$ cat config.mk
export PLATFORM = sky130hd
export DESIGN_NAME = scc_ctrl
export DESIGN_NICKNAME = d
export VERILOG_FILES = /design/src/scc_pkg.sv /design/src/scc_ctrl.sv
export SDC_FILE = /design/constraint.sdc
export NUM_CORES = 1
export LEC_CHECK = 0
export ABC_CLOCK_PERIOD_IN_PS = 2220
export BUFFER_PORTS_ARGS = -buffer_cell sky130_fd_sc_hd__buf_2
export CORE_UTILIZATION = 40
export DETAILED_ROUTE_END_ITERATION = 12
export PLACE_DENSITY = 0.63
export RECOVER_POWER = 100
export SETUP_SLACK_MARGIN = 0.15
export SLEW_MARGIN = 20
export SYNTH_ARGS = -nofsm -noshare
export SYNTH_HDL_FRONTEND = slang
export SYNTH_SLANG_ARGS = --single-unit
$ cat constraint.sdc
create_clock -name pclk -period 2.22 [get_ports pclk]
set_input_delay 0.444 -clock pclk [delete_from_list [all_inputs] [get_ports pclk]]
set_output_delay 0.444 -clock pclk [all_outputs]
set_load 0.1 [all_outputs]
$ cat src/scc_pkg.sv
// Package for the system clock and power control register bank.
// Assumes a 200 MHz APB clock; all users import the whole package.
package scc_pkg;

  // Register indexes as printed; byte address is four times the index
  localparam logic [31:0] CLK_CTRL_IDX     = 32'h5000000A;
  localparam logic [31:0] PMU_CTRL_IDX     = 32'h50000010;
  localparam logic [31:0] SYS_CTRL_IDX     = 32'h50000012;
  localparam logic [31:0] CLK_STAT_IDX     = 32'h50000018;
  localparam int          IDX_DEC_W        = 6;

  // Clock source control fields
  localparam int          CK_SEL_LSB       = 0;
  localparam int          CK_XTAL_OFF_BIT  = 2;
  localparam int          CK_FLT_BYP_BIT   = 3;
  localparam int          CK_SLOW_BIT      = 5;
  localparam int          CK_RC_BIT        = 6;
  localparam int          CK_XTAL_BIT      = 7;
  localparam logic [1:0]  SEL_XTAL         = 2'h0;
  localparam logic [1:0]  SEL_RC           = 2'h1;

  // Power unit control fields
  localparam int          PM_WAKE_RST_BIT  = 0;
  localparam int          PM_PERI_BIT      = 1;
  localparam int          PM_RADIO_BIT     = 2;
  localparam int          PM_DIV_LSB       = 4;
  localparam int          PM_BUCK_BIT      = 6;
  localparam int          PM_BOOST_BIT     = 7;
  localparam int          PM_RET_LSB       = 8;
  localparam logic [15:0] PM_RW_MASK       = 16'h0FF7;
  localparam logic [15:0] PM_RESET         = 16'h0006;

  // System control fields, then the clock control mask and reset value
  localparam int          SY_SLOW_SRC_BIT  = 3;
  localparam int          SY_COPY_BIT      = 4;
  localparam int          SY_PAD_BIT       = 5;
  localparam int          SY_PROM_RST_BIT  = 6;
  localparam int          SY_DBG_BIT       = 7;
  localparam int          SY_TMO_DIS_BIT   = 9;
  localparam int          SY_SWRST_BIT     = 15;
  localparam logic [15:0] SY_RW_MASK       = 16'h02F8;
  localparam logic [15:0] SY_RESET         = 16'h0020;
  localparam logic [15:0] CK_RW_MASK       = 16'h000F;
  localparam logic [15:0] CK_RESET         = 16'h0000;

  // Status register of own layout
  localparam int          ST_TRIM_BIT      = 6;
  localparam int          ST_SETTLED_BIT   = 7;

  // Timing
  localparam int          CLK_PERIOD_PS    = 5000;
  localparam int          XTAL_SETTLE_US   = 2000;
  localparam int          PSM_TIMEOUT_US   = 2000;
  // Microseconds to picoseconds before dividing by the period in picoseconds
  localparam int          SETTLE_CYC       = (XTAL_SETTLE_US * 1000000 + CLK_PERIOD_PS - 1)
                                             / CLK_PERIOD_PS;
  localparam int          TIMEOUT_CYC      = (PSM_TIMEOUT_US * 1000000) / CLK_PERIOD_PS;
  localparam int          CNT_W            = 20;

  typedef enum logic [1:0] {
    PSM_IDLE = 2'b00,
    PSM_WAIT = 2'b01,
    PSM_DONE = 2'b11
  } scc_psm_t;

  typedef struct packed {
    logic       fast_crystal_enable;
    logic       glitch_filter_bypass;
    logic [1:0] system_clock_select;
    logic       slow_clock_source;
  } scc_clk_t;

  typedef struct packed {
    logic [3:0] retention_keep;
    logic       dcdc_boost;
    logic       dcdc_buck;
    logic [1:0] copy_bus_div;
    logic       radio_powerdown;
    logic       peripheral_powerdown;
    logic       timeout_disable;
    logic       debug_port_enable;
    logic       prom_controller_reset;
    logic       pad_latch_open;
  } scc_pwr_t;

  typedef struct packed {
    logic hw_reset_req;
    logic software_reset_trigger;
    logic prom_copy_start;
    logic psm_proceed;
  } scc_evt_t;

endpackage
$ cat src/scc_ctrl.sv
// System clock and power control register bank with APB slave.
// Assumes APB on pclk; event inputs come from other domains and are synchronised.
`timescale 1ns/1ps

module scc_ctrl
  import scc_pkg::*;
#(
  parameter int SETTLE_CYCLES  = scc_pkg::SETTLE_CYC,
  parameter int TIMEOUT_CYCLES = scc_pkg::TIMEOUT_CYC
) (
  input  wire logic             pclk,
  input  wire logic             presetn,
  input  wire logic             clk_en,
  input  wire logic             psel,
  input  wire logic             penable,
  input  wire logic             pwrite,
  input  wire logic [31:0]      paddr,
  input  wire logic [31:0]      pwdata,
  input  wire logic [3:0]       pstrb,
  output logic [31:0]           prdata,
  output logic                  pready,
  output logic                  pslverr,
  input  wire logic             wakeup_event,
  input  wire logic             psm_start,
  input  wire logic             blocks_ready,
  input  wire logic             trim_match,
  output scc_pkg::scc_clk_t     clk_ctl,
  output scc_pkg::scc_pwr_t     pwr_ctl,
  output scc_pkg::scc_evt_t     evt
);
  import scc_pkg::*;

  localparam int NSYNC = 4;

  // Two-stage synchronisers; stage one feeds stage two only
  logic [NSYNC-1:0] sync1_r;
  logic [NSYNC-1:0] sync2_r;
  logic [NSYNC-1:0] sync3_r;
  logic [NSYNC-1:0] async_in;

  assign async_in = {trim_match, blocks_ready, psm_start, wakeup_event};

  genvar gi;
  generate
    for (gi = 0; gi < NSYNC; gi++) begin : g_sync
      always_ff @(posedge pclk or negedge presetn) begin
        if (!presetn) begin
          sync1_r[gi] <= 1'b0;
          sync2_r[gi] <= 1'b0;
          sync3_r[gi] <= 1'b0;
        end else if (clk_en) begin
          sync1_r[gi] <= async_in[gi];
          sync2_r[gi] <= sync1_r[gi];
          sync3_r[gi] <= sync2_r[gi];
        end
      end
    end
  endgenerate

  logic wake_pulse;
  logic start_pulse;
  logic ready_s;
  logic trim_s;

  assign wake_pulse  = sync2_r[0] & ~sync3_r[0];
  assign start_pulse = sync2_r[1] & ~sync3_r[1];
  assign ready_s     = sync2_r[2];
  assign trim_s      = sync2_r[3];

  // APB decode on low index bits
  logic [IDX_DEC_W-1:0] idx;
  logic                 hit_ck;
  logic                 hit_pm;
  logic                 hit_sy;
  logic                 hit_st;
  logic                 hit;
  logic                 wr;
  logic                 setup;
  logic [15:0]          wmask;

  assign idx    = paddr[IDX_DEC_W+1:2];
  assign hit_ck = (paddr[1:0] == 2'h0) && (idx == CLK_CTRL_IDX[IDX_DEC_W-1:0]);
  assign hit_pm = (paddr[1:0] == 2'h0) && (idx == PMU_CTRL_IDX[IDX_DEC_W-1:0]);
  assign hit_sy = (paddr[1:0] == 2'h0) && (idx == SYS_CTRL_IDX[IDX_DEC_W-1:0]);
  assign hit_st = (paddr[1:0] == 2'h0) && (idx == CLK_STAT_IDX[IDX_DEC_W-1:0]);
  assign hit    = hit_ck | hit_pm | hit_sy | hit_st;
  assign setup  = psel & ~penable;
  assign wr     = clk_en & psel & penable & pwrite & hit;
  assign wmask  = {{8{pstrb[1]}}, {8{pstrb[0]}}};

  // Zero wait states; unmapped address answers with an error
  assign pready  = 1'b1;
  assign pslverr = psel & penable & ~hit;

  // Register state
  logic [15:0]  ck_r;
  logic [15:0]  ck_nxt;
  logic [15:0]  pm_r;
  logic [15:0]  pm_nxt;
  logic [15:0]  sy_r;
  logic [15:0]  sy_nxt;
  logic         force_lock_r;
  logic         force_lock_nxt;
  logic [1:0]   active_sel_r;
  logic [1:0]   active_sel_nxt;
  logic [31:0]  prdata_r;
  logic [31:0]  prdata_nxt;
  scc_evt_t     evt_r;
  scc_evt_t     evt_nxt;
  logic         sw_rst;
  logic [15:0]  pm_w;

  assign sw_rst = wr & hit_sy & pstrb[1] & pwdata[SY_SWRST_BIT];

  always_comb begin
    ck_nxt         = ck_r;
    pm_nxt         = pm_r;
    sy_nxt         = sy_r;
    force_lock_nxt = force_lock_r;
    pm_w           = (pm_r & ~wmask) | (pwdata[15:0] & wmask);
    // Only writable bits take write data; the rest stay zero
    if (wr && hit_ck) begin
      ck_nxt = ((ck_r & ~wmask) | (pwdata[15:0] & wmask)) & CK_RW_MASK;
    end
    if (wr && hit_pm) begin
      pm_nxt = pm_w & PM_RW_MASK;
      if (force_lock_r) begin
        pm_nxt[PM_BOOST_BIT] = pm_r[PM_BOOST_BIT];
        pm_nxt[PM_BUCK_BIT]  = pm_r[PM_BUCK_BIT];
      end
      if (pstrb[0]) begin
        force_lock_nxt = 1'b1;
      end
    end
    if (wr && hit_sy) begin
      sy_nxt = ((sy_r & ~wmask) | (pwdata[15:0] & wmask)) & SY_RW_MASK;
    end
    // Software reset spares the system control register
    if (sw_rst) begin
      ck_nxt         = CK_RESET;
      pm_nxt         = PM_RESET;
      force_lock_nxt = 1'b0;
    end
  end

  // Active source follows the select; the switch is the mux's job
  always_comb begin
    active_sel_nxt = sw_rst ? SEL_XTAL : ck_r[CK_SEL_LSB +: 2];
  end

  // Crystal settling counter
  logic [CNT_W-1:0] settle_cnt_r;
  logic [CNT_W-1:0] settle_cnt_nxt;
  logic             settled_r;
  logic             settled_nxt;
  logic             xtal_on;

  assign xtal_on = ~ck_r[CK_XTAL_OFF_BIT];

  always_comb begin
    settle_cnt_nxt = settle_cnt_r;
    settled_nxt    = settled_r;
    if (!xtal_on || sw_rst) begin
      settle_cnt_nxt = '0;
      settled_nxt    = 1'b0;
    end else if (!settled_r) begin
      // Flag rises one cycle past the full time, so strictly more
      if (settle_cnt_r >= CNT_W'(SETTLE_CYCLES)) begin
        settled_nxt = 1'b1;
      end else begin
        settle_cnt_nxt = settle_cnt_r + 1'b1;
      end
    end
  end

  // Power sequence timeout
  scc_psm_t         psm_r;
  scc_psm_t         psm_nxt;
  logic [CNT_W-1:0] tmo_cnt_r;
  logic [CNT_W-1:0] tmo_cnt_nxt;
  logic             proceed;

  always_comb begin
    psm_nxt     = psm_r;
    tmo_cnt_nxt = tmo_cnt_r;
    proceed     = 1'b0;
    case (psm_r)
      PSM_IDLE: begin
        tmo_cnt_nxt = '0;
        if (start_pulse) begin
          psm_nxt = PSM_WAIT;
        end
      end
      PSM_WAIT: begin
        tmo_cnt_nxt = tmo_cnt_r + 1'b1;
        if (ready_s) begin
          proceed = 1'b1;
          psm_nxt = PSM_DONE;
        end else if (!sy_r[SY_TMO_DIS_BIT] &&
                     tmo_cnt_r >= CNT_W'(TIMEOUT_CYCLES - 1)) begin
          proceed = 1'b1;
          psm_nxt = PSM_DONE;
        end
      end
      PSM_DONE: begin
        psm_nxt = PSM_IDLE;
      end
      default: begin
        psm_nxt = PSM_IDLE;
      end
    endcase
    if (sw_rst) begin
      psm_nxt = PSM_IDLE;
    end
  end

  // One-cycle event outputs
  always_comb begin
    evt_nxt                        = '0;
    evt_nxt.hw_reset_req           = wake_pulse & pm_r[PM_WAKE_RST_BIT];
    evt_nxt.prom_copy_start        = wake_pulse & sy_r[SY_COPY_BIT];
    evt_nxt.software_reset_trigger = sw_rst;
    evt_nxt.psm_proceed            = proceed;
  end

  // Read data captured in setup so it is stable in access
  logic [15:0] ck_rd;
  logic [15:0] st_rd;

  always_comb begin
    ck_rd                  = ck_r;
    ck_rd[CK_XTAL_BIT]     = (active_sel_r == SEL_XTAL);
    ck_rd[CK_RC_BIT]       = (active_sel_r == SEL_RC);
    ck_rd[CK_SLOW_BIT]     = active_sel_r[1];
    st_rd                  = '0;
    st_rd[ST_SETTLED_BIT]  = settled_r;
    st_rd[ST_TRIM_BIT]     = trim_s;
    prdata_nxt             = prdata_r;
    if (setup) begin
      prdata_nxt = '0;
      if (hit_ck) begin
        prdata_nxt[15:0] = ck_rd;
      end else if (hit_pm) begin
        prdata_nxt[15:0] = pm_r;
      end else if (hit_sy) begin
        prdata_nxt[15:0] = sy_r;
      end else if (hit_st) begin
        prdata_nxt[15:0] = st_rd;
      end
    end
  end

  always_ff @(posedge pclk or negedge presetn) begin
    if (!presetn) begin
      ck_r         <= CK_RESET;
      pm_r         <= PM_RESET;
      sy_r         <= SY_RESET;
      force_lock_r <= 1'b0;
      active_sel_r <= SEL_XTAL;
      settle_cnt_r <= '0;
      settled_r    <= 1'b0;
      psm_r        <= PSM_IDLE;
      tmo_cnt_r    <= '0;
      evt_r        <= '0;
      prdata_r     <= '0;
    end else if (clk_en) begin
      ck_r         <= ck_nxt;
      pm_r         <= pm_nxt;
      sy_r         <= sy_nxt;
      force_lock_r <= force_lock_nxt;
      active_sel_r <= active_sel_nxt;
      settle_cnt_r <= settle_cnt_nxt;
      settled_r    <= settled_nxt;
      psm_r        <= psm_nxt;
      tmo_cnt_r    <= tmo_cnt_nxt;
      evt_r        <= evt_nxt;
      prdata_r     <= prdata_nxt;
    end
  end

  assign prdata = prdata_r;
  assign evt    = evt_r;

  // Control outputs from register bits; crystal enable is the inverted off bit, buck is masked by boost
  assign clk_ctl.fast_crystal_enable  = xtal_on;
  assign clk_ctl.glitch_filter_bypass = ck_r[CK_FLT_BYP_BIT];
  assign clk_ctl.system_clock_select  = ck_r[CK_SEL_LSB +: 2];
  assign clk_ctl.slow_clock_source    = sy_r[SY_SLOW_SRC_BIT];

  assign pwr_ctl.retention_keep        = pm_r[PM_RET_LSB +: 4];
  assign pwr_ctl.dcdc_boost            = pm_r[PM_BOOST_BIT];
  assign pwr_ctl.dcdc_buck             = pm_r[PM_BUCK_BIT] & ~pm_r[PM_BOOST_BIT];
  assign pwr_ctl.copy_bus_div          = pm_r[PM_DIV_LSB +: 2];
  assign pwr_ctl.radio_powerdown       = pm_r[PM_RADIO_BIT];
  assign pwr_ctl.peripheral_powerdown  = pm_r[PM_PERI_BIT];
  assign pwr_ctl.timeout_disable       = sy_r[SY_TMO_DIS_BIT];
  assign pwr_ctl.debug_port_enable     = sy_r[SY_DBG_BIT];
  assign pwr_ctl.prom_controller_reset = sy_r[SY_PROM_RST_BIT];
  assign pwr_ctl.pad_latch_open        = sy_r[SY_PAD_BIT];

endmodule // scc_ctrl

==> results.tsv, run 1 <==
metric	value	unit
status	completed	
die_area	12800	um^2
required	1.78	ns
cts_setup_buffers	0	
drc_errors	0	
cp-start-kind	input port	
vdd_drop_max	0.000426	V
setup_tns	0	ns
grt_pass1_wl	18900	um
final_cell_mix	90 x dfrtp_1, 52 x nand2_1, 40 x clkbuf_2	
grt_overflow_total	0	
cts_max_path_buffers	2	
ys_types	53	
ys_async_sr_fraction	100	%
switchingPower	1190	uW
grt_pass1_vias	3840	
final_common_cell	dfrtp_1	
syn_to_final_growth	12.0	%
synth_edf_count	0	
min_from	pwdata[10]	
syn_area	4950	um^2
die_x	113	um
syn_inst	510	
p_per_area	721	nW/um^2
yosysSeqAreaShare	47.1	%
synthMuxAreaShare	6.07	%
ys_warn_count	0	
synth-simple-area-share	20.0	%
r2r_end	settle_cnt_r[12]	
startpoint	paddr[4]	
synth-xor-area-share	1.59	%
path_clk_slew	0.06	ns
place_congestion	0.859	
hold_violations	0	
antenna_found_initial	0	
postCtsHoldBufs	0	
antenna_cells	0	
via_count	3953	
core	12000	um^2
cts_tree	yes	
root_buffer	clkbuf_16	
dr.pass1.iters	4	
wl	11300	um
path_max_fanout	6	
place_area	5350	um^2
synth_ff_type	dfrtp_1	
vias_per_cell	5.50	
synthAdderAreaFrac	0.759	%
combPwrFrac	16.4	%
die_h	113	um
clk_latency	0.34	ns
finClkSkew	0.00474	ns
max-cap-violations	0	
pwr-share-seq	48.1	%
period_needed	2.08	ns
setup_viol	0	
rrSetupSlack	0.19	ns
final_antenna_net_count	0	
ys_ff_latch	93	
start_util	41.2	%
slew_headroom	5.22	%
tightest_slew	1.42	ns
rsz0062_at_grt	yes	
cts-buffers-inserted	9	
hold_path.class	in2reg	
drive_gt1_share	20.8	%
row_count	40	
p_clk_share	35.5	%
p_sw_share	29.8	%
intPower	2800	uW
clkSinkCount	93	
post-dp-hpwl	8320	um
nNetsFinal	648	
crit_arrival	1.63	ns
synth_top_family_by_area	simple AND/OR/NAND/NOR gates	
first_iter_violations	373	
hold_path_depth	3	
p_leak	0.00253	uW
portBuffers	68	
criticalPathCategory	in2out	
timing.rr.start	settle_cnt_r[14]	
end_kind	output port	
slew_violations	0	
num_io_pins	135	
synth.avg_cell_area	9.70	um^2
post-place-ws	0.0102	ns
grt_start_max_net_pins	40	
hold_path_end	pm_r[10]	
r2r_cells	4	
fin_area	5540	um^2
htree_levels	3	
groute.usage.overall	18.5	%
fmax	481	MHz
synth_compound_area_share	14.3	%
route.detailed.wl_per_inst	15.7	um
worst_slack	0.142	ns
min_period_over_period	93.6	%
-- cell usage after synthesis, drive strengths merged, types with 4 or more instances --
master | n | share of area, %
a22o | 5 | 0.89
dfrtp | 90 | 46
nor3 | 7 | 0.94
buf | 49 | 7.1
nand3 | 20 | 2.0
o22ai | 5 | 0.63
or3 | 7 | 0.89
mux2i | 12 | 2.4
nor2b | 7 | 0.89
a31oi | 4 | 0.51
a22oi | 4 | 0.61
clkbuf | 17 | 1.3
nor2 | 16 | 1.2
and2 | 7 | 0.89
inv | 22 | 1.7
o21ai | 22 | 2.2
or4 | 22 | 3.3
mux2 | 16 | 3.6
nand2 | 52 | 3.9
a21oi | 31 | 3.1
and3 | 7 | 0.89
xor2 | 8 | 1.4
nand4 | 9 | 1.1
o31ai | 24 | 3.6
and4 | 6 | 1.1
-- how the worst max path moves through the flow --
| stage | cells after the start | slack (ns) | end |
|---|---|---|---|
| global route | 6 | 0.05 | tmo_cnt_r[9] |
| finish | 5 | 0.14 | pslverr |
| global placement | 5 | 0.07 | flip-flop |
| floorplan | 4 | 0.14 | pslverr |
| detailed placement | 5 | 0.01 | flip-flop |
| CTS | 5 | 0.16 | pslverr |
-- layout make-up --
type                    instances  area, um^2
well taps                     147         184
repair buffers                 93         474
clock inverters                 1        5.00
multi-input cells             348        2190
clock buffers                  15         268
fillers                      1160        6470
inverters                      22        82.6
flip-flops and latches         93        2330
-- power by group through the flow --
| stage | sequential, uW | clock, uW | combinational [uW] |
|---|---|---|---|
| after floorplan | 1950 | 0 | 510 |
| after global placement | 1940 | 0 | 663 |
| after detailed placement | 1950 | 0 | 681 |
| after CTS | 1920 | 1460 | 680 |
| after global routing | 1940 | 1520 | 730 |
| final | 1920 | 1420 | 655 |
-- flip-flops by register name, summed over array words and instances, names as in the netlist, named ones only --
| signal | flops |
|---|---|
| prdata | 12 |
| sync1_r | 4 |
| force_lock_r | 1 |
| settle_cnt_r | 20 |
| settled_r | 1 |
| active_sel_r | 2 |
| sync2_r | 2 |
| evt | 4 |
| ready_s | 1 |
| pm_r | 11 |
| tmo_cnt_r | 20 |
| sync3_r | 2 |
| ck_r | 4 |
| trim_s | 1 |
| psm_r | 2 |
-- critical path, stage by stage --
cell      delay [ns]
buf_2           0.09
or3_1           0.47
nor2_2          0.19
a21oi_4         0.07
clkbuf_2        0.37
-- per-stage QoR --
| step | hold slack [ns] | total power [uW] | utilization (%) | cells |
|---|---|---|---|---|
| final | 0.342 | 3990 | 46.1 | 719 |
| after global routing | 0.337 | 4190 | 46.1 | 719 |
| after CTS | 0.0212 | 4060 | 46.8 | 719 |
| after floorplan | 0.148 | 2460 | - | 529 |
| after global placement | 0.382 | 2600 | 44.5 | 703 |
| after detailed placement | 0.386 | 2630 | 44.5 | 703 |
-- logic make-up after synthesis --
group	after synthesis
AO/OA/AOI/OAI	111
AND/OR/NAND/NOR	176
multiplexers	28
XOR/XNOR	9
flip-flops	93
other	2
adder cells (fa/ha/maj)	3
buffers and inverters	88
-- metal layers --
| layer | part of all wire, % | up-vias | track usage, % |
|---|---|---|---|
| met4 | 0.75 | 0 | 4.65 |
| met1 | 44 | 1958 | 24.6 |
| met3 | 4.2 | 9 | 3.96 |
| met5 | 0 | - | 0 |
| met2 | 51 | 92 | 30.6 |
| li1 | - | 1894 | - |
-- what timing repair did --
action                                  CTS  global route
hold endpoints to repair                  0             0
endpoints found under the setup margin    0             9
resized for setup                         0             1
No activity file was read; power rests on OpenSTA's default activity.
==> inputs of run 2 (changes only) <==
--- a/config.mk
+++ b/config.mk
@@ -5,7 +5,7 @@
 export SDC_FILE = /design/constraint.sdc
 export NUM_CORES = 1
 export LEC_CHECK = 0
-export ABC_CLOCK_PERIOD_IN_PS = 2220
+export ABC_CLOCK_PERIOD_IN_PS = 2700
 export BUFFER_PORTS_ARGS = -buffer_cell sky130_fd_sc_hd__buf_2
 export CORE_UTILIZATION = 40
 export DETAILED_ROUTE_END_ITERATION = 12
==> constraint.sdc (replaced) <==
create_clock -name pclk -period 2.7 [get_ports pclk]
set_input_delay 0.54 -clock pclk [delete_from_list [all_inputs] [get_ports pclk]]
set_output_delay 0.54 -clock pclk [all_outputs]
set_load 0.1 [all_outputs]
==> run 2 against run 1 <==
Die area unchanged; clock skew about the same; critical path depth decreased by 4; sequential share of layout area increased by 0.28 points; critical path type is now reg2out; highest routed layer is now met5.
==> results.tsv, run 2 (synthesis results as in run 1) <==
metric	value	unit	change
finalNonFillerCells	709		-1.4%
nNetsFinal	638		-1.5%
status	completed		
place_congestion	0.824		-4.1%
dp.cells	693		-1.4%
worst_slack	0.405	ns	+0.263 ns
slowest_stage	clkbuf_1		
cts_tree	yes		
clk_latency	0.34	ns	about the same
p_per_area	651	nW/um^2	-9.8%
hold_slack	0.417	ns	+0.0754 ns
portBuffers	68		unchanged
crit_arrival	1.76	ns	+0.13 ns
first_iter_violations	313		-16%
slew_headroom	17.8	%	+13 points
rsz0062_at_grt	no		
wl	11000	um	-2.5%
grt_pass1_vias	3775		-1.7%
fin_util	45.8	%	-0.30 points
drc_errors	0		unchanged
antenna_cells	0		unchanged
grt_start_max_net_pins	46		+15%
drive_gt1_share	14.2	%	-6.6 points
setup_viol	0		unchanged
syn_to_final_growth	11.2	%	
die_area	12800	um^2	unchanged
core	12000	um^2	unchanged
die_h	113	um	unchanged
setup_tns	0	ns	unchanged
path_max_fanout	3		-3
start_util	41.2	%	unchanged
cts_setup_buffers	0		unchanged
hold_violations	0		unchanged
route.detailed.wl_per_inst	15.5	um	-1.2%
end_kind	output port		
num_io_pins	135		unchanged
groute.usage.overall	18.2	%	-0.22 points
root_buffer	clkbuf_16		
finClkSkew	0.00485	ns	+0.000108 ns
die_x	113	um	unchanged
clkSinkCount	93		unchanged
vdd_drop_max	0.000294	V	-31%
final_common_cell	dfrtp_1		
via_count	3972		+0.48%
grt_pass1_wl	18500	um	-1.9%
final_antenna_net_count	0		unchanged
post-dp-hpwl	7900	um	-5.0%
vias_per_cell	5.60		+1.9%
path_delay_family	buffers and inverters		
min_period_over_period	85.0	%	
htree_levels	3		unchanged
row_count	40		unchanged
cp_cell_sequence	clkbuf_1		
path_clk_slew	0.06	ns	about the same
cts_resized	0		unchanged
cts_max_path_buffers	2		unchanged
postCtsHoldBufs	0		unchanged
max-cap-violations	0		unchanged
post-place-ws	0.398	ns	+0.388 ns
hold_path.class	in2async		
criticalPathCategory	reg2out		
cts-buffers-inserted	9		unchanged
slew_violations	0		unchanged
required	2.16	ns	+0.38 ns
slowest_delay	0.86	ns	+0.39 ns
period_needed	2.30	ns	
crit_buf_inv	1		-1
tightest_slew	1.24	ns	-0.184 ns
p_leak	0.00242	uW	-4.5%
final_cell_mix	90 x dfrtp_1, 52 x nand2_1, 45 x clkbuf_1		
grt_overflow_total	0		unchanged
antenna_found_initial	1		+1
fmax	436	MHz	
dr.pass1.iters	5		+1
cp-start-kind	flip-flop		
[run 2: cell types whose count changed in the layout (fill, tap and decap cells not counted), sizes merged]
| cell | before | now |
|---|---|---|
| clkbuf | 70 | 58 |
| buf | 38 | 35 |
| bufinv | 0 | 3 |
| clkinv | 1 | 2 |
| inv | 22 | 23 |
[run 2: path summary, 6_finish.rpt]
path | start | endpoint | slack, ns | cells after the start
worst max-delay path | pm_r[1] | pwr_ctl[4] | 0.40 | 1
worst min-delay path | presetn | tmo_cnt_r[5] | 0.42 | 1
worst max register to register | settle_cnt_r[14] | settle_cnt_r[16] | 0.67 | 4
worst min register to register | prdata[11] | prdata[11] | 0.49 | 2
max in group asynchronous | presetn | prdata[4] | 0.76 | 2
min in group pclk | pwdata[11] | pm_r[11] | 0.43 | 3
[run 2: per-stage QoR]
step	cell area (um^2)	power [uW]
after global placement	5250	2130
final	5500	3580
after floorplan	5020	2020
after CTS	5600	3610
after detailed placement	5250	2150
after global routing	5500	3730
[run 2: cell type report]
cell class / count / area [um^2]
inverter: 22 / 82.6
timing repair buffer: 83 / 372
clock inverter: 6 / 109
multi-input combinational: 348 / 2190
fill: 1204 / 6510
tap: 147 / 184
sequential: 93 / 2330
clock buffer: 10 / 239
[run 2: metal layers]
| metal | vias to the layer above | global-route usage (%) | part of all wire (%) |
|---|---|---|---|
| li1 | 1880 | - | - |
| met1 | 1967 | 23.8 | 45 |
| met2 | 111 | 29.6 | 49 |
| met3 | 12 | 4.45 | 4.7 |
| met4 | 2 | 6.32 | 1.2 |
| met5 | - | 0 | 0.10 |
[run 2: where the power goes]
part           internal, uW  switching (uW)
combinational           143             393
sequential             1490            89.9
clock                   930             537
total                  2560            1020
